==> config.mk <==
export PLATFORM = sky130hd
export DESIGN_NAME = fdsm_top
export DESIGN_NICKNAME = d
export VERILOG_FILES = /design/src/rtl/fdsm_pkg.sv /design/src/rtl/fdsm_top.sv
export VERILOG_INCLUDE_DIRS = /design/src /design/src/rtl
export SDC_FILE = /design/constraint.sdc
export NUM_CORES = 1
export LEC_CHECK = 0
export ABC_AREA = 1
export BUFFER_PORTS_ARGS = -buffer_cell sky130_fd_sc_hd__buf_2
export CORE_MARGIN = 2
export CORE_UTILIZATION = 54
export CTS_BUF_LIST = sky130_fd_sc_hd__clkbuf_8
export DETAILED_ROUTE_END_ITERATION = 16
export PLACE_DENSITY = 0.85
export SLEW_MARGIN = 20
export SYNTH_ARGS = -nofsm -noshare
export SYNTH_HDL_FRONTEND = slang
export SYNTH_SLANG_ARGS = --single-unit
==> constraint.sdc <==
create_clock -name clk_in -period 1.6 [get_ports clk_in]
set_input_delay 0.24 -clock clk_in [delete_from_list [all_inputs] [get_ports clk_in]]
set_output_delay 0.24 -clock clk_in [all_outputs]
set_load 0.01 [all_outputs]
==> src/rtl/fdsm_regs.svh <==
// Constants for the drive/motor output and media/drive-type register block.
// Assumes an Avalon-MM slave with 32-bit data, byte addresses = 4 * index.
`ifndef FDSM_REGS_SVH
`define FDSM_REGS_SVH
`define FDSM_IDX_DRIVE_MOTOR_OUTPUT 4'h2
`define FDSM_IDX_MEDIA_DRIVE_TYPE 4'h3
`define FDSM_IDX_CONFIG 4'h0
`define FDSM_IDX_DRIVE_ID 4'h1
`define FDSM_IDX_STATUS 4'h4
`define FDSM_DMO_RESET 8'h00
`define FDSM_MDT_RESET 8'h00
`define FDSM_CFG_RESET 8'h00
`define FDSM_DID_RESET 8'h00
`define FDSM_CFG_FOUR_DRIVE 7
`define FDSM_CFG_ENHANCED 6
`define FDSM_CFG_ALT_MODE 0
`define FDSM_DMO_RUN 2
`define FDSM_DMO_DMA 3
`define FDSM_DMO_MOTOR_LSB 4
`define FDSM_SOFT_RESET_NS 100
`endif

==> src/rtl/fdsm_pkg.sv <==
// Types shared by the drive/motor register block.
// Assumes the constants header is included by the users of this package.
package fdsm_pkg;
	typedef struct packed {
		logic [3:0] drive_sel_n;
		logic [3:0] motor_n;
		logic [1:0] enc_sel;
		logic enc_motor;
	} fdsm_drive_s;
	typedef struct packed {
		logic drq_oe_n;
		logic irq_oe_n;
		logic dack_en;
		logic tc_en;
	} fdsm_dma_s;
endpackage

==> src/rtl/fdsm_top.sv <==
// Drive/motor output, media/drive-type, config and drive-ID registers.
// Assumes a 200 MHz clock, an Avalon-MM master, and async media sense pins.
//
// The Avalon-MM slave port was chosen for this implementation.
`timescale 1ns/100ps
`include "fdsm_regs.svh"
module fdsm_top #(
	parameter int CLK_MHZ = 200
) (
	// Clock and reset
	input wire logic clk_in,
	input wire logic rstn_in,
	// Avalon-MM slave
	input wire logic [3:0] avs_address_in,
	input wire logic avs_read_in,
	input wire logic avs_write_in,
	input wire logic [31:0] avs_writedata_in,
	input wire logic [3:0] avs_byteenable_in,
	output logic [31:0] avs_readdata_out,
	output logic avs_waitrequest_out,
	// Media sense pins
	input wire logic media_sense_low_in,
	input wire logic media_sense_high_in,
	// Drive side
	output fdsm_pkg::fdsm_drive_s drive_out,
	output logic [1:0] tape_drive_out,
	// Controller control
	output logic ctrl_reset_out,
	output logic soft_reset_pulse_out,
	output fdsm_pkg::fdsm_dma_s dma_out
);
	import fdsm_pkg::*;

	localparam int SOFT_RESET_CYC_RAW = (`FDSM_SOFT_RESET_NS * CLK_MHZ + 999) / 1000;
	localparam int SOFT_RESET_CYC = (SOFT_RESET_CYC_RAW < 1) ? 1 : SOFT_RESET_CYC_RAW;

	logic [7:0] dmo_ff;
	logic [3:0] tape_swap_ff;
	logic [7:0] cfg_ff;
	logic [7:0] did_ff;
	logic [1:0] sense_meta_ff;
	logic [1:0] sense_ff;
	logic ack_ff;
	logic [31:0] rdata_ff;
	logic [7:0] rst_cnt_ff;
	logic run_prev_ff;

	logic wr_acc;
	logic rd_acc;
	logic four_drive;
	logic enhanced;
	logic [1:0] swap_eff;
	logic [1:0] sel;
	logic [1:0] phys_sel;
	logic [3:0] motor_log;
	logic [3:0] motor_phys;
	logic [3:0] sel_avail;
	logic [1:0] drive_id;
	logic [7:0] mdt_read;
	logic [31:0] nxt_rdata;
	logic sw_reset;

	// One wait cycle on every access keeps read data registered
	assign wr_acc = avs_write_in && ack_ff;
	assign rd_acc = avs_read_in && ack_ff;
	assign avs_waitrequest_out = (avs_read_in || avs_write_in) && !ack_ff;

	always_ff @(posedge clk_in or negedge rstn_in) begin
		if (!rstn_in) begin
			ack_ff <= 1'b0;
		end else begin
			ack_ff <= (avs_read_in || avs_write_in) && !ack_ff;
		end
	end

	always_ff @(posedge clk_in or negedge rstn_in) begin
		if (!rstn_in) begin
			sense_meta_ff <= 2'h0;
			sense_ff <= 2'h0;
		end else begin
			sense_meta_ff <= {media_sense_high_in, media_sense_low_in};
			sense_ff <= sense_meta_ff;
		end
	end

	assign four_drive = cfg_ff[`FDSM_CFG_FOUR_DRIVE];
	assign enhanced = cfg_ff[`FDSM_CFG_ENHANCED];
	assign sw_reset = !dmo_ff[`FDSM_DMO_RUN];

	// Only hardware reset touches these; software reset leaves them alone
	always_ff @(posedge clk_in or negedge rstn_in) begin
		if (!rstn_in) begin
			dmo_ff <= `FDSM_DMO_RESET;
		end else if (wr_acc && avs_address_in == `FDSM_IDX_DRIVE_MOTOR_OUTPUT && avs_byteenable_in[0]) begin
			dmo_ff <= avs_writedata_in[7:0];
		end
	end

	always_ff @(posedge clk_in or negedge rstn_in) begin
		if (!rstn_in) begin
			cfg_ff <= `FDSM_CFG_RESET;
			did_ff <= `FDSM_DID_RESET;
		end else if (wr_acc && avs_byteenable_in[0]) begin
			if (avs_address_in == `FDSM_IDX_CONFIG) begin
				cfg_ff <= avs_writedata_in[7:0];
			end
			if (avs_address_in == `FDSM_IDX_DRIVE_ID) begin
				did_ff <= avs_writedata_in[7:0];
			end
		end
	end

	// Tape/swap bits clear on hardware reset; swap bits only writable when enhanced
	always_ff @(posedge clk_in or negedge rstn_in) begin
		if (!rstn_in) begin
			tape_swap_ff <= 4'(`FDSM_MDT_RESET);
		end else if (wr_acc && avs_address_in == `FDSM_IDX_MEDIA_DRIVE_TYPE && avs_byteenable_in[0]) begin
			tape_swap_ff[1:0] <= avs_writedata_in[1:0];
			if (enhanced) begin
				tape_swap_ff[3:2] <= avs_writedata_in[3:2];
			end
		end
	end

	// Stretch soft reset so it lasts at least the minimum low time
	always_ff @(posedge clk_in or negedge rstn_in) begin
		if (!rstn_in) begin
			rst_cnt_ff <= 8'h00;
			run_prev_ff <= 1'b0;
		end else begin
			run_prev_ff <= dmo_ff[`FDSM_DMO_RUN];
			if (sw_reset) begin
				rst_cnt_ff <= 8'(SOFT_RESET_CYC);
			end else if (rst_cnt_ff != 8'h00) begin
				rst_cnt_ff <= rst_cnt_ff - 8'h01;
			end
		end
	end

	assign ctrl_reset_out = sw_reset || (rst_cnt_ff != 8'h00);
	assign soft_reset_pulse_out = run_prev_ff && sw_reset;

	// Logical swap never applies in four-drive mode or legacy register mode
	always_comb begin
		swap_eff = 2'h0;
		if (enhanced && !four_drive && tape_swap_ff[3:2] != 2'h3) begin
			swap_eff = tape_swap_ff[3:2];
		end
	end

	assign sel = dmo_ff[1:0];
	assign motor_log = dmo_ff[7:4];
	assign sel_avail = {four_drive, four_drive || swap_eff == 2'h2, 2'h3};

	// Map logical drive numbers to pins according to the swap
	always_comb begin
		phys_sel = sel;
		motor_phys = motor_log;
		if (swap_eff == 2'h1) begin
			phys_sel = (sel == 2'h0) ? 2'h1 : (sel == 2'h1) ? 2'h0 : sel;
			motor_phys = {motor_log[3:2], motor_log[0], motor_log[1]};
		end else if (swap_eff == 2'h2) begin
			phys_sel = (sel == 2'h0) ? 2'h2 : (sel == 2'h2) ? 2'h0 : sel;
			motor_phys = {motor_log[3], motor_log[0], motor_log[1], motor_log[2]};
		end
	end

	// Registered drive outputs; selects and motors active low, encoded lines active high
	always_ff @(posedge clk_in or negedge rstn_in) begin
		if (!rstn_in) begin
			drive_out <= '{drive_sel_n: 4'hf, motor_n: 4'hf, enc_sel: 2'h0, enc_motor: 1'b0};
		end else begin
			for (int i = 0; i < 4; i++) begin
				drive_out.drive_sel_n[i] <= !(phys_sel == 2'(i) && sel_avail[i]);
				drive_out.motor_n[i] <= !(motor_phys[i] && sel_avail[i]);
			end
			drive_out.enc_sel <= four_drive ? sel : 2'h0;
			drive_out.enc_motor <= four_drive && motor_log[sel];
		end
	end

	// DMA gating: alternative mode keeps lines enabled even during soft reset; hardware reset disables them
	always_ff @(posedge clk_in or negedge rstn_in) begin
		if (!rstn_in) begin
			dma_out <= '{drq_oe_n: 1'b1, irq_oe_n: 1'b1, dack_en: 1'b0, tc_en: 1'b0};
		end else if (cfg_ff[`FDSM_CFG_ALT_MODE]) begin
			dma_out <= '{drq_oe_n: 1'b0, irq_oe_n: 1'b0, dack_en: 1'b1, tc_en: 1'b1};
		end else begin
			dma_out.drq_oe_n <= !dmo_ff[`FDSM_DMO_DMA];
			dma_out.irq_oe_n <= !dmo_ff[`FDSM_DMO_DMA];
			dma_out.dack_en <= dmo_ff[`FDSM_DMO_DMA];
			dma_out.tc_en <= dmo_ff[`FDSM_DMO_DMA];
		end
	end

	always_ff @(posedge clk_in or negedge rstn_in) begin
		if (!rstn_in) begin
			tape_drive_out <= 2'h0;
		end else begin
			tape_drive_out <= tape_swap_ff[1:0];
		end
	end

	// Drives 2 and 3 have no ID field; they always read 11, not the 00 reset value
	always_comb begin
		drive_id = 2'h3;
		if (sel == 2'h0) begin
			drive_id = did_ff[1:0];
		end else if (sel == 2'h1) begin
			drive_id = did_ff[3:2];
		end
	end

	// Undriven bits have no bus equivalent, so they read as zero
	assign mdt_read = enhanced ? {sense_ff, drive_id, tape_swap_ff} : {6'h00, tape_swap_ff[1:0]};

	always_comb begin
		nxt_rdata = 32'h0;
		unique case (avs_address_in)
			`FDSM_IDX_CONFIG: nxt_rdata = {24'h0, cfg_ff};
			`FDSM_IDX_DRIVE_ID: nxt_rdata = {24'h0, did_ff};
			`FDSM_IDX_DRIVE_MOTOR_OUTPUT: nxt_rdata = {24'h0, dmo_ff};
			`FDSM_IDX_MEDIA_DRIVE_TYPE: nxt_rdata = {24'h0, mdt_read};
			`FDSM_IDX_STATUS: nxt_rdata = {30'h0, sense_ff[0], ctrl_reset_out};
			default: nxt_rdata = 32'h0;
		endcase
	end

	always_ff @(posedge clk_in or negedge rstn_in) begin
		if (!rstn_in) begin
			rdata_ff <= 32'h0;
		end else if (avs_read_in && !ack_ff) begin
			rdata_ff <= nxt_rdata;
		end
	end

	assign avs_readdata_out = rdata_ff;
endmodule

== Word-level counts from Yosys, hierarchy flattened ==
Cells that the tools add are included.
Cells by class
  muxes and demuxes: 19
  equality and inequality tests: 13
  reductions and logical operators: 38
  magnitude comparators: 1
  $add $sub $neg: 1
Operators by type and width (number)
  case mux 8 bit (5 select lines): 1
  2-to-1 mux 8 bit: 3
  2-to-1 mux 2 bit: 10
  logical AND 1 bit: 16
  zero test 1 bit: 12
  == test 2 bit, second input constant: 4
  == test 4 x 2 -> 1 bit, second input constant: 2
  nonzero test 8 bit: 1
  subtractor 8 x 1 -> 8 bit, second input constant: 1
  == test 2 x 1 -> 1 bit, second input constant: 3
  2-to-1 mux 3 bit: 2
  AND reduction 2 bit: 3
  == test 4 x 1 -> 1 bit, second input constant: 1
  == test 4 x 3 -> 1 bit, second input constant: 1
  zero test 2 bit: 2
  zero test 4 bit: 1
  2-to-1 mux 4 bit: 1
  logical OR 1 bit: 3
  < comparator 2 x 3 -> 1 bit, second input constant: 1
  binary-select mux 1 bit (select 2 bit): 1
  != test 2 x 1 -> 1 bit, second input constant: 1
  != test 2 bit, second input constant: 1
  2-to-1 mux 1 bit: 1
Word-level totals
  input port bits: 46
  output and inout bits: 52
  flip-flop bits (word level): 91
  word-level logic and storage cells: 92

== Logic depth before layout (Yosys ltp) ==
Gate-level depths: netlist (run 1).
  depth in word-level cells: 10
  mapped depth: 9

== Worst setup path before layout (run 1) ==
Ideal clock, no wire load.
  kind: reg2reg
  start: register rst_cnt_ff[0]
  end: register rst_cnt_ff[0]
  arrival: 1287 ps
  stages on the path, launching flop included: 8
  slack: 195 ps
  cell sequence: dfrtp_1 inv_1 ha_1 nand3_1 nor3_2 nand2_1 nand3_1 nand2_1
Between the ends
  cells in the longest elaborated chain, start to end: 3
Ends and longest elaborated chain
  start, declared: line fdsm_top.sv:45  | logic [7:0] rst_cnt_ff;
  start signal, assigned: line fdsm_top.sv:133  | rst_cnt_ff <= 8'(SOFT_RESET_CYC);
  start signal, assigned: line fdsm_top.sv:135  | rst_cnt_ff <= rst_cnt_ff - 8'h01;
  subtractor 8 x 1 -> 8 bit: line fdsm_top.sv:135
  2-to-1 mux 8 bit: line fdsm_top.sv:134  | end else if (rst_cnt_ff != 8'h00) begin
  2-to-1 mux 8 bit: line fdsm_top.sv:132  | if (sw_reset) begin
Parallel ways exist; a longest one is shown, timed or not. The select of a mux whose other input is x is not followed.
A chain may end at the register's enable or synchronous reset.

== Final worst setup path (run 1) ==
  start: register rst_cnt_ff[0]
  end: output port ctrl_reset_out
Between the ends
  cells in the longest elaborated chain, start to end: 2
Ends and longest elaborated chain
  nonzero test 8 bit: line fdsm_top.sv:140  | assign ctrl_reset_out = sw_reset || (rst_cnt_ff != 8'h00);
  logical OR 1 bit: line fdsm_top.sv:140
  end, declared: line fdsm_top.sv:28  | output logic ctrl_reset_out,
Every way passes these cells.

==> reports/summary.txt, run 1 <==
outcome = finished, violations left
failing checks = negative setup slack
Vias = 2721
clk buf depth = 2
final hold vios = 0
Multi-input gate area = 1380 um2
DR DRC count = 0
DRT Pass-1 Iters = 4
Tot GR Track Use = 23.2%
Synth cell types = 28
Worst path max stage delay = 390 ps
H-tree levels = 3
I/O Pins = 98
die area = 6810 um2
cell family with most CP delay = flip-flops
Final GP Congestion = 0.902
Avg Synthesized Cell Area = 8.52 um2
Leakage = 2.01 nW
pwr dens = 1060 nW/um2
core area = 5960 um2
fin area = 3880 um2
Critical-path top delay cell = dfrtp_1
CTS buffer count = 9
Finish-stage setup viols = 1
Final ANT Viol Nets = 0
Chip Width = 82.6 um
grt ovf = 0
Ys Warns = 0
fmax = 625 MHz
Initial Utilization = 55.9%
crit path cell chain = inv_2 > ha_4 > nand2_2 > nor2_2 > nand3_2 > buf_6
vias in the first global route = 2612
Worst EP arrival = 1360 ps
first-pass GRT wire length = 11800 um
commonest non-fill, non-tap cell in the layout = nand2_1
largest net degree at the start of global routing = 66
PortBufs = 46
TritonCTS clock tree = built
nets@finish = 507
chip height = 82.6 um
maximum vdd drop = 0.574 mV
Hold Crit Class = primary input to flop
Reg area = 1640 um2
overall power = 0.00411 W
Worst Path Required = 1360 ps
synthesis-to-finish area growth = 16.4%
max-capacitance violation count = 0
non-filler cells, final = 537
Area contributors post-synth = dfrtp_1 (42%), nand2_1 (12%), dfstp_2 (7.1%), nand3_1 (6.5%), buf_4 (6.1%)
Final period util = 100%
Post-Route Skew = 11.7 ps
Critical Path Start Type = flop
CP max FO = 2
Area after DPL = 3570 um2
mapped cell area = 3330 um2
worst-skew pair later-pin latency = 340 ps
Post-Syn Instances = 391
clk sinks = 65
Synth top area share = 42.1%
root buf cell = clkbuf_8
Tmin final = 1600 ps
worst path bufs/invs = 2
endpoint type of the worst setup path = primary output
# rows = 28
post-synthesis sequential area ratio = 49.2%
Setup WS post-layout = -1.11 ps
FILL cells = 499
fin. max-slew vios = 0
critical path type = flop to primary output
layout cells sized above 1 = 28.6%
RSZ-0062 raised after global routing = yes
dpl hpwl = 5040 um
most frequent cells in the layout = nand2_1 (103), dfrtp_1 (56), buf_2 (45)
dpl cells = 512
initial antenna violation count = 0
Yosys reg bits = 65
vias per cell = 5.07
Antenna Cells = 0
cell taking the most area after synthesis = dfrtp_1
wire per inst = 13.2 um
setup slack at placement = 123 ps
initial drt markers = 197
DRT Wirelength = 7110 um
Worst-path clk slew = 70 ps
## cell families (layout without fill, tap and decap cells)
family,count (synthesis),count (layout),share of synthesized area (%)
AOI/OAI and AO/OA,44,44,8.56
xor gates and xnor gates,2,2,0.526
adders and majority gates,4,4,1.50
buffers and inverters,78,126,13.0
DFF,65,65,49.2
other,1,24,0.113
and+or+nand+nor,197,197,27.1
## through the flow
step                      utilization (%)  TNS, ps  hold WS [ps]
after detailed placement             59.9        0           280
after global placement               59.9        0           274
after CTS                            64.5    -2.90           182
after global routing                 65.1    -94.2           185
final                                65.1    -1.11           182
after floorplan                         -        0         -55.6
## cells in the mapped netlist
library cell / n
nand2_2: 5
buf_4: 27
nand3_4: 2
xor2_1: 1
nor2_1: 27
nand3_1: 43
inv_1: 37
a22oi_1: 1
o21ai_0: 5
nor3_2: 2
nor3_1: 5
a21oi_1: 3
buf_6: 5
dfrtp_1: 56
nand4_1: 3
nor2_4: 5
o211ai_1: 1
o21ai_1: 18
nand2_1: 104
o21ai_2: 16
buf_2: 1
ha_1: 4
inv_2: 7
and3_4: 1
dfstp_2: 9
xnor2_1: 1
conb_1: 1
clkbuf_1: 1
## final timing paths
path / slack (ps) / from / cells after the start / end
max: -1 / rst_cnt_ff[0] / 6 / ctrl_reset_out
min: 180 / avs_write_in / 3 / ack_ff
max reg2reg: 100 / rst_cnt_ff[0] / 11 / avs_readdata_out[0]
min reg2reg: 350 / sense_meta_ff[0] / 0 / sense_ff[0]
max in group asynchronous: 840 / rstn_in / 3 / drive_out[5]
min in group asynchronous: 440 / rstn_in / 3 / cfg_ff[2]
## final cells by class
cell class	instances	share of cell area, %
Sequential cell	65	42.2
Multi-Input combinational cell	271	35.5
Timing Repair Buffer	66	10.5
Inverter	44	4.26
Clock buffer	11	3.90
Tap cell	75	2.42
Clock inverter	5	1.23
## per-layer routing
metal | up-vias | wire (um) | global-route usage [%] | share of wire (%)
met4 | 0 | 130 | 9.84 | 1.8
li1 | 1322 | - | - | -
met5 | - | 0 | 0 | 0
met3 | 13 | 437 | 3.59 | 6.1
met1 | 1289 | 3040 | 30.2 | 43
met2 | 97 | 3510 | 38.5 | 49
## sequential cells by signal, indices dropped and copies added, names as in the netlist
name              count
dmo_ff                8
sense_ff              2
did_ff                8
cfg_ff                8
tape_drive_out        2
avs_readdata_out      8
rst_cnt_ff            8
dma_out               2
run_prev_ff           1
drive_out            11
tape_swap_ff          4
sense_meta_ff         2
ack_ff                1
## worst register-to-register path, cell delays in order, from the launching register on
cell and delay [ps]:
dfrtp_1 390, inv_2 90, ha_4 150, nand2_2 50, nor2_2 110, nand3_2 90
buf_4 160, buf_4 120, nand2_1 40, nand2_1 90, nand2_1 80, nand2_1 40
## what timing repair did
item / CTS / global route
setup endpoints to repair: 1 / 2
pin swaps: 1 / 5
hold buffers: 3 / 0
hold endpoints to repair: 58 / 0
setup buffers: 4 / 2
gates cloned: 0 / 0
resized for setup: 4 / 6
## power by group
group | internal, W | switching, W
registers | 0.00183 | 0.000127
clock network | 0.000789 | 0.000620
logic | 0.000291 | 0.000451
total | 0.00291 | 0.00120
No activity file was read; power rests on OpenSTA's default activity.
==> run 2: changes to the inputs <==
==> constraint.sdc (replaced) <==
create_clock -name clk_in -period 1.7 [get_ports clk_in]
set_input_delay 0.34 -clock clk_in [delete_from_list [all_inputs] [get_ports clk_in]]
set_output_delay 0.34 -clock clk_in [all_outputs]
set_load 0.01 [all_outputs]
==> run 2 against run 1 <==
The run still ends with negative setup slack left. First-iteration DRC count fell by 3.0%. Cell count fell by 0.93%. Total power fell by 8.4%. Die area did not move. Largest power group unchanged.
==> reports/summary.txt, run 2 (same netlist as run 1, synthesis figures left out) <==
Setup WS post-layout = -26.4 ps
I/O Pins = 98
core area = 5960 um2
vias per cell = 5.05
# rows = 28
non-filler cells, final = 532
Post-Route Skew = 7.40 ps
Area after DPL = 3580 um2
Max transition margin = 65.9%
wire per inst = 13.3 um
initial drt markers = 191
CTS buffer count = 9
clk buf depth = 2
first-pass GRT wire length = 12000 um
final hold vios = 0
max reg flops = 11
Tmin final = 1730 ps
Worst Path Required = 1360 ps
Vias = 2688
Hold EP = sense_meta_ff[0]
grt ovf = 0
initial antenna violation count = 0
DRT Pass-1 Iters = 4
layout cells sized above 1 = 27.8%
die area = 6810 um2
dpl cells = 512
maximum vdd drop = 0.752 mV
most frequent cells in the layout = nand2_1 (103), dfrtp_1 (56), buf_2 (46)
Worst-path clk slew = 70 ps
synthesis-to-finish area growth = 14.6%
reg-to-reg endpoint = rst_cnt_ff[0]
outcome = finished, violations left
reg-to-reg startpoint = rst_cnt_ff[0]
Multi-input gate area = 1370 um2
critical path type = flop to primary output
endpoint type of the worst setup path = primary output
Antenna Cells = 0
chip height = 82.6 um
TritonCTS clock tree = built
Final period util = 102%
nets@finish = 502
Critical Path Start Type = flop
Leakage = 1.98 nW
Initial Utilization = 55.9%
fin area = 3820 um2
Sum Neg Setup Slack = -26.4 ps
Register-to-Register Path Depth = 8
largest net degree at the start of global routing = 26
DRT Wirelength = 7070 um
CP max FO = 2
Biggest register = drive_out
reg2reg setup slack = 230 ps
fin. max-slew vios = 0
RSZ-0062 raised after global routing = yes
pwr dens = 985 nW/um2
hold path cells = 1
vias in the first global route = 2609
worst-skew pair later-pin latency = 340 ps
fmax = 579 MHz
setup slack at placement = 172 ps
dpl hpwl = 5210 um
Finish-stage setup viols = 1
FILL cells = 500
Worst EP arrival = 1390 ps
Slew @ Worst Pin = 512 ps
Reg area = 1640 um2
Hold Crit Class = primary input to flop
commonest non-fill, non-tap cell in the layout = nand2_1
DR DRC count = 0
max-capacitance violation count = 0
Final ANT Viol Nets = 0
clk sinks = 65
root buf cell = clkbuf_8
Worst Hold Launch = media_sense_low_in
Tot GR Track Use = 23.6%
PortBufs = 46
Final GP Congestion = 0.915
failing checks = negative setup slack
H-tree levels = 3
Chip Width = 82.6 um
==> run 2: cell types whose count changed in the layout (fill, tap and decap cells not counted), moves of 2 or more <==
cell / before / now
buf_4: 16 / 12
clkbuf_8: 11 / 9
clkinv_2: 2 / 4
dlygate4sd3_1: 3 / 1
==> run 2: layer usage <==
layer	wire length, um	track usage, %	vias up
met5	0	0	-
met4	131	8.69	0
met3	445	6.20	15
met2	3530	39.7	90
met1	2970	29.2	1268
li1	-	-	1315
==> run 2: worst max path at each step <==
stage / startpoint / slack [ps] / endpoint
final: rst_cnt_ff[0] / -30 / ctrl_reset_out
after global routing: rst_cnt_ff[0] / -120 / ctrl_reset_out
after CTS: rst_cnt_ff[5] / 0.4 / ctrl_reset_out
after detailed placement: rst_cnt_ff[0] / 170 / ctrl_reset_out
after global placement: rst_cnt_ff[0] / 230 / ctrl_reset_out
after floorplan: rst_cnt_ff[0] / 290 / rst_cnt_ff[0]
==> run 2: where the power goes <==
part	internal (W)	leakage [nW]	switching [W]	total [W]
Clock	0.000663	0.104	0.000576	0.00124
Combinational	0.000260	1.04	0.000417	0.000677
Sequential	0.00172	0.837	0.000124	0.00184
==> run 2: worst max-delay path, cell delays in order, from the launching register on <==
cell and delay, ps:
dfrtp_1 400, inv_2 90, ha_4 140, nand2_2 50
nor2_1 80, nand3_1 100, buf_2 170
==> run 2: cell type report <==
cell class | count | share of cell area (%)
Sequential cell | 65 | 42.9
Multi-Input combinational cell | 271 | 35.7
Timing Repair Buffer | 61 | 9.70
Inverter | 44 | 4.33
Clock buffer | 9 | 3.24
Tap cell | 75 | 2.46
Clock inverter | 7 | 1.64
==> run 2: stage by stage <==
step           hold WS (ps)  utilization (%)  total power [W]
2_1_floorplan          44.4                -          0.00230
3_3_place_gp            332             60.1          0.00247
6_report                103             64.1          0.00376
4_1_cts                92.6             64.1          0.00377
3_5_place_dp            342             60.1          0.00250
5_1_grt                82.9             64.1          0.00397
==> run 2: what timing repair did <==
item	4_1_cts	5_1_grt
buffers inserted	3	0
gates cloned	0	0
pin swaps	1	1
gates resized for setup	5	1
hold endpoints to repair	19	0
hold buffers	1	0
setup endpoints to repair	1	1
